--- config.mk ---
export PLATFORM = sky130hd
export DESIGN_NAME = hwmfe_top
export DESIGN_NICKNAME = d
export VERILOG_FILES = /design/src/hw/hwmfe_pkg.sv /design/src/hw/hwmfe_top.sv
export SDC_FILE = /design/constraint.sdc
export NUM_CORES = 2
export LEC_CHECK = 0
export ABC_AREA = 1
export BUFFER_PORTS_ARGS = -buffer_cell sky130_fd_sc_hd__buf_2
export CORE_MARGIN = 2
export CORE_UTILIZATION = 30
export CTS_CLUSTER_SIZE = 14
export DETAILED_ROUTE_END_ITERATION = 10
export RECOVER_POWER = 50
export SYNTH_ARGS = -nofsm -noshare
export SYNTH_HDL_FRONTEND = slang
export SYNTH_SLANG_ARGS = --single-unit
--- constraint.sdc ---
create_clock -name clk -period 4.9 [get_ports clk]
set_input_delay 0.49 -clock clk [delete_from_list [all_inputs] [get_ports clk]]
set_output_delay 0.49 -clock clk [all_outputs]
set_load 0.005 [all_outputs]
--- src/hw/hwmfe_pkg.sv ---
// package: constants for the hardware monitor fan and event logic
package hwmfe_pkg;
  // ==========================================================================
  // host port map
  localparam logic [15:0] IO_BASE = 16'h0290;
  localparam logic [15:0] ADDR_REG_OFS = 16'h0005;
  localparam logic [15:0] DATA_REG_OFS = 16'h0006;
  localparam logic [15:0] IDX_PORT = IO_BASE + ADDR_REG_OFS;
  localparam logic [15:0] DATA_PORT = IO_BASE + DATA_REG_OFS;
  localparam logic [6:0] IDX_RESET = 7'h00;
  // ==========================================================================
  // internal indexes
  localparam logic [6:0] IX_VOLT0 = 7'h20;
  localparam logic [6:0] IX_TEMP1 = 7'h27;
  localparam logic [6:0] IX_FAN0 = 7'h28;
  localparam logic [6:0] IX_VLIM0 = 7'h2b;
  localparam logic [6:0] IX_T1_OVER = 7'h39;
  localparam logic [6:0] IX_T1_HYST = 7'h3a;
  localparam logic [6:0] IX_FANLIM0 = 7'h3b;
  localparam logic [6:0] IX_CFG = 7'h40;
  localparam logic [6:0] IX_IST1 = 7'h41;
  localparam logic [6:0] IX_IST2 = 7'h42;
  localparam logic [6:0] IX_FANDIV = 7'h47;
  localparam logic [6:0] IX_PINCTL = 7'h4b;
  localparam logic [6:0] IX_INTPROP = 7'h4c;
  localparam logic [6:0] IX_TEMP2 = 7'h50;
  localparam logic [6:0] IX_TEMP3 = 7'h51;
  localparam logic [6:0] IX_OVTCFG = 7'h52;
  localparam logic [6:0] IX_T2_OVER = 7'h53;
  localparam logic [6:0] IX_T2_HYST = 7'h54;
  localparam logic [6:0] IX_T3_OVER = 7'h55;
  localparam logic [6:0] IX_T3_HYST = 7'h56;
  localparam logic [6:0] IX_PWM1 = 7'h5a;
  localparam logic [6:0] IX_PWM2 = 7'h5b;
  localparam logic [6:0] IX_PWMCLK = 7'h5c;
  localparam logic [6:0] IX_DIVMSB = 7'h5d;
  // ==========================================================================
  // reset values and fields
  localparam logic [7:0] CFG_RESET = 8'h01;
  localparam logic [7:0] FANDIV_RESET = 8'h50;
  localparam logic [7:0] PINCTL_RESET = 8'h44;
  localparam logic [7:0] PWM_DUTY_RESET = 8'hff;
  localparam int CFG_START_BIT = 0;
  localparam int CFG_SMI_EN_BIT = 1;
  localparam int CFG_SMI_OFF_BIT = 3;
  localparam int INTPROP_CMP_BIT = 6;
  localparam int OVTCFG_INT_BIT = 2;
  localparam logic [7:0] T1_CMP_HYST = 8'h7f;
  localparam logic [7:0] CNT_MAX = 8'hff;
  localparam logic [7:0] PWM_TOP = 8'hfe;
  // ==========================================================================
  // conversion channels and status bit positions ({status2, status1})
  localparam logic [3:0] NUM_VOLT = 4'h6;
  localparam logic [3:0] CH_TEMP1 = 4'h8;
  localparam logic [3:0] CH_TEMP3 = 4'ha;
  localparam int ST_TEMP1 = 4;
  localparam int ST_TEMP2 = 5;
  localparam int ST_FAN1 = 6;
  localparam int ST_TEMP3 = 11;
  // ==========================================================================
  // timing
  localparam int CLK_HZ = 50_000_000;
  localparam int FAN_BASE_HZ = 22_500;
  localparam int FAN_TICK_CYC = CLK_HZ / FAN_BASE_HZ;
endpackage

--- src/hw/hwmfe_top.sv ---
// module: hardware monitor fan count, pwm, event and index port logic
// Operation
// - fan count equals 1.35e6 over rpm times divisor
// - three-bit divisor per fan, default two
// - two independent pwm fan outputs
// - pwm duty is value over 255, default ff
// - shared pwm clock select sets pwm frequency
// - voltage limit crossings interrupt after status read
// - fan limit crossings interrupt after status read
// - sensor one comparator mode at hysteresis 127
// - uncleared comparator interrupt blocks further ones
// - sensor one two-times mode, second interrupt below hysteresis
// - sensors two three mode by property bit6
// - overtemp output uses sensors two three only
// - overtemp comparator mode holds until below hysteresis
// - overtemp latch mode cleared by temperature read
// - busy bit set by index write or serial
// - seven-bit index pointer, reset zero
// - index port then data port access order
`timescale 1ns/1ps
module hwmfe_top
  import hwmfe_pkg::*;
(
  input wire logic clk,
  input wire logic srst,
  input wire logic [15:0] ioAddr,
  input wire logic ioWrite,
  input wire logic ioRead,
  input wire logic [7:0] ioWdata,
  output logic [7:0] ioRdata,
  input wire logic serialBusy,
  input wire logic adcValid,
  input wire logic [3:0] adcChan,
  input wire logic [7:0] adcData,
  input wire logic [1:0] fanTach,
  output logic [1:0] pwmOut,
  output logic mgmtInterruptN,
  output logic overtempOutN
);
  import hwmfe_pkg::*;

  // ==========================================================================
  // storage
  logic [7:0] ram_r [128];
  logic [6:0] idx_r;
  logic hostBusy_r;
  logic [15:0] stat_r;
  logic [1:0] seen_r;
  logic [5:0] voltViol_r;
  logic [1:0] fanViol_r;
  logic [2:0] hot_r;
  logic ovtLatch_r;
  logic [15:0] evt;
  logic [2:0] hotNxt;
  logic [1:0] seenNxt;
  logic [7:0] dataSel;
  logic idxWr, dataWr, dataRd;
  logic [1:0] pubValid;
  logic [7:0] pubVal [2];
  logic [1:0] fanViolNxt;

  function automatic logic [7:0] defVal(input logic [6:0] ix);
    case (ix)
      IX_CFG: defVal = CFG_RESET;
      IX_FANDIV: defVal = FANDIV_RESET;
      IX_PINCTL: defVal = PINCTL_RESET;
      IX_PWM1, IX_PWM2: defVal = PWM_DUTY_RESET;
      default: defVal = 8'h00;
    endcase
  endfunction

  function automatic int voltBit(input logic [2:0] ch);
    case (ch)
      3'h0: voltBit = 0;
      3'h1: voltBit = 2;
      3'h2: voltBit = 3;
      3'h3: voltBit = 8;
      3'h4: voltBit = 9;
      default: voltBit = 10;
    endcase
  endfunction

  // ==========================================================================
  // host port decode
  assign idxWr = ioWrite && (ioAddr == IDX_PORT);
  assign dataWr = ioWrite && (ioAddr == DATA_PORT);
  assign dataRd = ioRead && (ioAddr == DATA_PORT);

  always_ff @(posedge clk)
  begin
    if (srst)
      idx_r <= IDX_RESET;
    else if (idxWr)
      idx_r <= ioWdata[6:0];
  end

  always_ff @(posedge clk)
  begin
    if (srst)
      hostBusy_r <= 1'b0;
    else if (idxWr)
      hostBusy_r <= 1'b1;
    else if (dataWr || dataRd)
      hostBusy_r <= 1'b0;
  end

  always_comb
  begin
    case (idx_r)
      IX_IST1: dataSel = stat_r[7:0];
      IX_IST2: dataSel = stat_r[15:8];
      default: dataSel = ram_r[idx_r];
    endcase
  end

  always_ff @(posedge clk)
  begin
    if (srst)
      ioRdata <= 8'h00;
    else if (ioRead && ioAddr == IDX_PORT)
      ioRdata <= {hostBusy_r | serialBusy, idx_r};
    else if (dataRd)
      ioRdata <= dataSel;
    else
      ioRdata <= 8'h00;
  end

  // ==========================================================================
  // register and value ram
  always_ff @(posedge clk)
  begin
    if (srst)
    begin
      for (int i = 0; i < 128; i++)
        ram_r[i] <= defVal(7'(i));
    end
    else
    begin
      if (dataWr)
        ram_r[idx_r] <= ioWdata;
      if (adcValid && ram_r[IX_CFG][CFG_START_BIT])
      begin
        if (adcChan < NUM_VOLT)
          ram_r[IX_VOLT0 + 7'(adcChan)] <= adcData;
        else if (adcChan == CH_TEMP1)
          ram_r[IX_TEMP1] <= adcData;
        else if (adcChan > CH_TEMP1 && adcChan <= CH_TEMP3)
          ram_r[IX_TEMP2 + 7'(adcChan - CH_TEMP1 - 4'h1)] <= adcData;
      end
      for (int f = 0; f < 2; f++)
        if (pubValid[f])
          ram_r[IX_FAN0 + 7'(f)] <= pubVal[f];
    end
  end

  // ==========================================================================
  // limit checks and event detection
  always_comb
  begin
    logic [7:0] over;
    logic [7:0] hyst;
    logic cmp;
    logic above;
    logic below;
    logic viol;
    int t;
    over = 8'h00;
    hyst = 8'h00;
    cmp = 1'b0;
    above = 1'b0;
    below = 1'b0;
    viol = 1'b0;
    t = 0;
    evt = 16'h0000;
    hotNxt = hot_r;
    fanViolNxt = fanViol_r;
    if (adcValid && ram_r[IX_CFG][CFG_START_BIT])
    begin
      if (adcChan < NUM_VOLT)
      begin
        viol = (adcData > ram_r[IX_VLIM0 + 7'({adcChan, 1'b0})])
          || (adcData < ram_r[IX_VLIM0 + 7'({adcChan, 1'b0}) + 7'h01]);
        if (viol != voltViol_r[adcChan[2:0]])
          evt[voltBit(adcChan[2:0])] = 1'b1;
      end
      else if (adcChan >= CH_TEMP1 && adcChan <= CH_TEMP3)
      begin
        t = int'(adcChan - CH_TEMP1);
        case (t)
          0:
          begin
            over = ram_r[IX_T1_OVER];
            hyst = ram_r[IX_T1_HYST];
            cmp = (hyst == T1_CMP_HYST);
          end
          1:
          begin
            over = ram_r[IX_T2_OVER];
            hyst = ram_r[IX_T2_HYST];
            cmp = ram_r[IX_INTPROP][INTPROP_CMP_BIT];
          end
          default:
          begin
            over = ram_r[IX_T3_OVER];
            hyst = ram_r[IX_T3_HYST];
            cmp = ram_r[IX_INTPROP][INTPROP_CMP_BIT];
          end
        endcase
        above = $signed(adcData) > $signed(over);
        below = $signed(adcData) < $signed(hyst);
        hotNxt[t] = above ? 1'b1 : (below ? 1'b0 : hot_r[t]);
        if (cmp)
        begin
          if (t == 0 ? above : hotNxt[t])
            evt[t == 0 ? ST_TEMP1 : (t == 1 ? ST_TEMP2 : ST_TEMP3)] = 1'b1;
        end
        else if (hotNxt[t] != hot_r[t])
          evt[t == 0 ? ST_TEMP1 : (t == 1 ? ST_TEMP2 : ST_TEMP3)] = 1'b1;
      end
    end
    for (int f = 0; f < 2; f++)
      if (pubValid[f])
      begin
        fanViolNxt[f] = pubVal[f] > ram_r[IX_FANLIM0 + 7'(f)];
        if (fanViolNxt[f] != fanViol_r[f])
          evt[ST_FAN1 + f] = 1'b1;
      end
  end

  always_ff @(posedge clk)
  begin
    if (srst)
    begin
      voltViol_r <= 6'h00;
      fanViol_r <= 2'h0;
      hot_r <= 3'h0;
    end
    else
    begin
      if (adcValid && ram_r[IX_CFG][CFG_START_BIT] && adcChan < NUM_VOLT)
        voltViol_r[adcChan[2:0]] <= (adcData > ram_r[IX_VLIM0 + 7'({adcChan, 1'b0})])
          || (adcData < ram_r[IX_VLIM0 + 7'({adcChan, 1'b0}) + 7'h01]);
      fanViol_r <= fanViolNxt;
      hot_r <= hotNxt;
    end
  end

  // ==========================================================================
  // status flags, cleared once both status registers are read
  always_comb
  begin
    seenNxt = seen_r;
    if (dataRd && idx_r == IX_IST1)
      seenNxt[0] = 1'b1;
    if (dataRd && idx_r == IX_IST2)
      seenNxt[1] = 1'b1;
  end

  always_ff @(posedge clk)
  begin
    if (srst)
    begin
      stat_r <= 16'h0000;
      seen_r <= 2'h0;
    end
    else if (seenNxt == 2'h3)
    begin
      stat_r <= evt;
      seen_r <= 2'h0;
    end
    else
    begin
      stat_r <= stat_r | evt;
      seen_r <= seenNxt;
    end
  end

  always_ff @(posedge clk)
  begin
    if (srst)
      mgmtInterruptN <= 1'b1;
    else
      mgmtInterruptN <= ~((|stat_r) && ram_r[IX_CFG][CFG_SMI_EN_BIT] && !ram_r[IX_CFG][CFG_SMI_OFF_BIT]);
  end

  // ==========================================================================
  // over-temperature output
  always_ff @(posedge clk)
  begin
    if (srst)
      ovtLatch_r <= 1'b0;
    else if (ram_r[IX_OVTCFG][OVTCFG_INT_BIT] && hotNxt[2:1] != hot_r[2:1])
      ovtLatch_r <= 1'b1;
    else if (dataRd && (idx_r == IX_TEMP2 || idx_r == IX_TEMP3))
      ovtLatch_r <= 1'b0;
  end

  always_ff @(posedge clk)
  begin
    if (srst)
      overtempOutN <= 1'b1;
    else if (ram_r[IX_OVTCFG][OVTCFG_INT_BIT])
      overtempOutN <= ~ovtLatch_r;
    else
      overtempOutN <= ~(hot_r[1] | hot_r[2]);
  end

  // ==========================================================================
  // fan tachometer counting
  logic [11:0] tickCnt_r;
  logic tick_r;

  always_ff @(posedge clk)
  begin
    if (srst)
    begin
      tickCnt_r <= 12'h000;
      tick_r <= 1'b0;
    end
    else
    begin
      tick_r <= (tickCnt_r == 12'(FAN_TICK_CYC - 1));
      tickCnt_r <= (tickCnt_r == 12'(FAN_TICK_CYC - 1)) ? 12'h000 : tickCnt_r + 12'h001;
    end
  end

  for (genvar f = 0; f < 2; f++)
  begin : gFan
    logic tachPrev_r;
    logic half_r;
    logic [7:0] divCnt_r;
    logic [7:0] cnt_r;
    logic pub_r;
    logic [7:0] val_r;
    logic [2:0] code;
    logic [7:0] divisor;
    assign code = {ram_r[IX_DIVMSB][5 + f], ram_r[IX_FANDIV][5 + 2 * f -: 2]};
    assign divisor = 8'h01 << code;
    assign pubValid[f] = pub_r;
    assign pubVal[f] = val_r;

    always_ff @(posedge clk)
    begin
      if (srst)
      begin
        tachPrev_r <= 1'b0;
        half_r <= 1'b0;
        divCnt_r <= 8'h00;
        cnt_r <= 8'h00;
        pub_r <= 1'b0;
        val_r <= 8'h00;
      end
      else
      begin
        tachPrev_r <= fanTach[f];
        pub_r <= 1'b0;
        if (fanTach[f] && !tachPrev_r)
        begin
          half_r <= ~half_r;
          if (half_r)
          begin
            pub_r <= 1'b1;
            val_r <= cnt_r;
            cnt_r <= 8'h00;
            divCnt_r <= 8'h00;
          end
        end
        else if (tick_r)
        begin
          if (divCnt_r >= divisor - 8'h01)
          begin
            divCnt_r <= 8'h00;
            if (cnt_r == CNT_MAX)
            begin
              pub_r <= 1'b1;
              val_r <= CNT_MAX;
              cnt_r <= 8'h00;
              half_r <= 1'b0;
            end
            else
              cnt_r <= cnt_r + 8'h01;
          end
          else
            divCnt_r <= divCnt_r + 8'h01;
        end
      end
    end
  end

  // ==========================================================================
  // pwm generation
  logic [7:0] preCnt_r;
  logic [7:0] step_r;
  logic [7:0] preTop;
  assign preTop = (8'h01 << ram_r[IX_PWMCLK][2:0]) - 8'h01;

  always_ff @(posedge clk)
  begin
    if (srst)
    begin
      preCnt_r <= 8'h00;
      step_r <= 8'h00;
    end
    else if (preCnt_r >= preTop)
    begin
      preCnt_r <= 8'h00;
      step_r <= (step_r >= PWM_TOP) ? 8'h00 : step_r + 8'h01;
    end
    else
      preCnt_r <= preCnt_r + 8'h01;
  end

  always_ff @(posedge clk)
  begin
    if (srst)
      pwmOut <= 2'h3;
    else
      pwmOut <= {step_r < ram_r[IX_PWM2], step_r < ram_r[IX_PWM1]};
  end
endmodule // hwmfe_top

==> impl_summary.txt <==
----------------------------------------------------
[Clocking]
  Clock tree from TritonCTS ... yes
  CTS H-Tree Depth ... 4
  Clock latency at the later pin of the worst-skew pair ... 0.82 ns
  Root buffer cell ... sky130_fd_sc_hd__clkbuf_16
  Number of clock sinks seen by CTS ... about 1200
  Clock Pin Slew Worst Setup and Hold Paths ... approximately 0.06 ns
  Clock buffers created by TritonCTS ... roughly 140
  Clock Tree Buf Depth ... 3

[Routing]
  DRT antenna net count ... 0
  Vias post-DR ... around 62000
  DRC viols ... 0
  Number of design-rule violations left by the first detailed-router iteration ... about 10000
  Routed wire length ... between 200000 and 300000 um
  Wire length per cell after detailed routing ... around 29 um
  Length of the first detailed-routing pass in iterations ... 7
  Drt via density ... ~5.9

[Global route]
  Largest net degree at the start of global routing ... roughly 140
  Number of global-route vias before repair ... ~57000
  Total grt overflow ... 0
  Initial antenna violation count ... 12
  Global-route usage over all layers ... a little over a quarter
  Wire length of the first global-routing pass ... roughly 420000 um

[Worst hold path]
  Hold Path Cell Cnt ... 4
  Hold WC Path Type ... in2reg

[STA]
  Setup total negative slack ... 0 ns
  Worst clock skew ... 0.03492 ns
  Worst Tran Pin Value ... ~2.2 ns
  RSZ-0062 raised after global routing ... false
  Final Setup Violations ... 0
  Maximum frequency from static timing analysis ... about 0.22 GHz
  Slew HR ... -43.68%
  Max Slew Vio Count ... 80
  Fin crit period ... between 4 and 5 ns
  Share of the clock period used by the worst path ... 93.22%
  Final hold violation count ... 0
  Final hold slack ... ~0.19 ns

[Logic synthesis]
  Synthesized cell area ... between 60000 and 70000 um2
  Number of flip-flops and latches in the synthesized netlist ... around 1200
  EDFF count, synth ... slightly above 1000
  Async set-reset flop share out of synthesis ... 0%
  Adder-Cell Fraction of Synth Area ... under 10%
  Synthesized netlist cell count ... between 7000 and 8000
  Commonest register cell after synthesis ... sky130_fd_sc_hd__edfxtp_1
  Post-Synthesis Mean Instance Area ... between 8 and 9 um2
  Syn. warnings ... 0
  Combinational family with the most area after synthesis ... simple AND/OR/NAND/NOR gates
  Synth Area in XOR/XNOR ... less than 1%
  Distinct cell type count after synthesis ... between 60 and 70
  Area fraction in compound gates after synthesis ... 19.72%
  Fraction of synthesized area in multiplexers ... less than 1%
  Simple-gate share of the synthesized area ... between 10% and 20%
  Proportion of synthesized chip area in sequential cells ... ~52%

[Placed design]
  Detailed-placement wirelength estimate ... 205300 um
  Global placer's final weighted congestion ... around 1.0
  Count of input and output buffers ... 55
  Placed Instances ... slightly above 10000

[Floorplanning]
  Y dimension of the die ... 466.1 um
  Placement Rows ... 169
  Boundary pin count ... 56
  Horizontal extent of the die ... between 400 and 500 um
  Die footprint ... 217200 um2
  Initial Utilization ... about 30%
  Standard cell core area ... roughly 210000 um2

[Setup path]
  Type of element capturing the critical path ... flip-flop
  Worst path required time ... approximately 5.4 ns
  Data arrival time of the worst path ... 5.02 ns
  Startpoint-to-endpoint class of the critical path ... reg2reg
  Largest fanout on the critical path ... 11
  CP startpoint kind ... flip-flop
  Worst Reg-to-Reg Cells ... 17

[Power and ir drop]
  Sequential group share of total power ... a little under half
  Leakage power of the design ... approximately 0.026 uW
  Net switching share of the total power ... roughly 27%
  Share of total power in the clock network ... approximately two fifths
  Maximum vdd ir drop ... between 0.0004 and 0.0005 V
  Pint ... approximately 18000 uW
  Net switching power figure ... ~6700 uW
  Gate power share ... between 10% and 20%
  Cell area power density ... approximately 340 nW/um2

[Run]
  MaxCap Viol Count ... 3

[Outcome]
  Status ... finished, violations left
  Failing checks ... capacitance limit, slew limit

[Final layout]
  Area growth from synthesis to layout ... 13.49%
  Share of cells above drive strength 1 ... under 10%
  Fin cells ... 10407
  Fill cell instance count of the final layout ... 21937
  Final nets ... roughly 7600

----------------------------------------------------
==> Yosys cell counts, drive strengths merged (3+ instances only) <==
| library cell | instances | area [um2] |
|---|---|---|
| edfxtp | 1024 | 30750 |
| a22o | 6 | 52.55 |
| nand2 | 778 | 2983 |
| a32o | 3 | 30.03 |
| xnor2 | 3 | 26.28 |
| dfxtp | 138 | 2763 |
| ha | 101 | 1264 |
| nor4 | 9 | 62.56 |
| a211oi | 31 | 232.7 |
| a21boi | 3 | 22.52 |
| a221o | 21 | 210.2 |
| a21oi | 278 | 1395 |
| and3 | 3 | 18.77 |
| inv | 351 | 1318 |
| nor2 | 1721 | 6565 |
| buf | 106 | 523.0 |
| clkbuf | 486 | 1824 |
| a22oi | 19 | 142.6 |
| o221ai | 107 | 937.2 |
| or2 | 45 | 281.5 |
| nor3 | 42 | 220.2 |
| a31o | 9 | 78.83 |
| o32ai | 5 | 43.79 |
| o211ai | 52 | 390.4 |
| o21ai | 1308 | 6561 |
| o311ai | 11 | 96.34 |
| a221oi | 52 | 455.4 |
| nand4 | 33 | 206.5 |
| xor2 | 23 | 201.4 |
| a31oi | 13 | 81.33 |
| clkinv | 5 | 18.77 |
| nor3b | 14 | 105.1 |
| o21a | 6 | 45.04 |
| o22ai | 277 | 1733 |
| nand3 | 436 | 2215 |
| o21bai | 5 | 37.54 |
| o31ai | 6 | 45.04 |
==> power groups by stage <==
stage	registers, uW	clock network (uW)	logic [uW]
3_5_place_dp	11700	0	2600
6_report	11500	10300	2710
2_1_floorplan	11500	0	1400
3_3_place_gp	11700	0	2590
4_1_cts	11500	10300	2610
5_1_grt	11500	10700	2810
==> registers in the layout, summed over array words and instances, names as in the netlist, 3 cells and up, named ones only <==
name / flops
idx_r: 7
voltViol_r: 6
hot_r: 3
ram_r: 1024
tickCnt_r: 12
gFan.divCnt_r: 16
gFan.val_r: 16
preCnt_r: 8
gFan.cnt_r: 16
ioRdata: 8
stat_r: 14
step_r: 8
==> cell type report <==
type                       count  area, um2  area share [%]
antenna                        6      15.01         0.02065
clock buffer                 177       3771           5.188
clock inverter                71      643.1          0.8847
inverter                     356       1388           1.909
multi-input combinational   5437      26880           36.98
sequential                  1162      33520           46.12
tap                         2821       3530           4.855
timing repair buffer         377       2940           4.045
==> critical path: stages, from the launching register on <==
cell,delay [ns]
sky130_fd_sc_hd__dfxtp_1,0.32
sky130_fd_sc_hd__inv_1,0.06
sky130_fd_sc_hd__nor2_1,0.06
sky130_fd_sc_hd__inv_1,0.22
sky130_fd_sc_hd__nor2_1,0.19
sky130_fd_sc_hd__inv_2,0.41
sky130_fd_sc_hd__nor3_1,0.09
sky130_fd_sc_hd__a21oi_1,0.15
sky130_fd_sc_hd__nand2_1,0.09
sky130_fd_sc_hd__nor2_1,0.10
sky130_fd_sc_hd__inv_1,0.12
sky130_fd_sc_hd__nor2_2,0.10
sky130_fd_sc_hd__clkbuf_1,1.44
sky130_fd_sc_hd__inv_2,0.06
sky130_fd_sc_hd__buf_4,0.28
sky130_fd_sc_hd__nor2_2,0.11
sky130_fd_sc_hd__nor2_1,0.05
sky130_fd_sc_hd__nand2_1,0.32
==> through the flow <==
step	setup slack (ns)	area, um2	utilization (%)	total power [uW]
2_1_floorplan	0.01825	64060	-	12870
3_3_place_gp	0.1279	68670	32.38	14250
3_5_place_dp	0.1835	68670	32.38	14260
4_1_cts	0.8087	73130	34.48	24400
5_1_grt	0.1986	72680	34.27	25010
6_report	0.3322	72690	34.28	24460
==> metal layers <==
metal,share of wire [%],GRT usage (%),up-vias
met5,0.033,0,-
met4,6.6,15.43,12
met3,12,7.118,895
met2,43,39.55,4240
met1,39,34.83,30063
li1,-,-,26594
==> path summary, 6_finish.rpt <==
kind,end,startpoint,slack (ns)
hold / removal,voltViol_r[5],adcChan[0],0.19
setup / recovery,ram_r[114][5],idx_r[5],0.33
setup reg to reg,ram_r[114][5],idx_r[5],0.33
hold reg to reg,gFan[0].half_r,gFan[0].half_r,0.45
==> logic make-up (layout without fill, tap and decap cells) <==
logic type	Yosys count	count (layout)
compound gates	2217	2217
xor+xnor	26	26
fa+ha+maj	101	101
buf+inv	948	981
flops	1162	1162
mux	2	2
other cells	1	9
simple gates	3088	3088
==> what timing repair did <==
action | 4_1_cts | 5_1_grt
gates resized for setup | 0 | 0
endpoints found under the hold margin | 4 | 0
hold buffers | 4 | 0
setup buffers | 0 | 0
==> layout by cell type, fill, tap and decap left out, drive strengths merged, types with 107 or more instances in the layout <==
master  count
nand2     778
o22ai     277
buf       264
dfxtp     138
inv       356
clkbuf    286
a21oi     278
o221ai    107
edfxtp   1024
nand3     436
nor2     1721
o21ai    1308
Note: power is estimated with default switching activity, not from simulation.
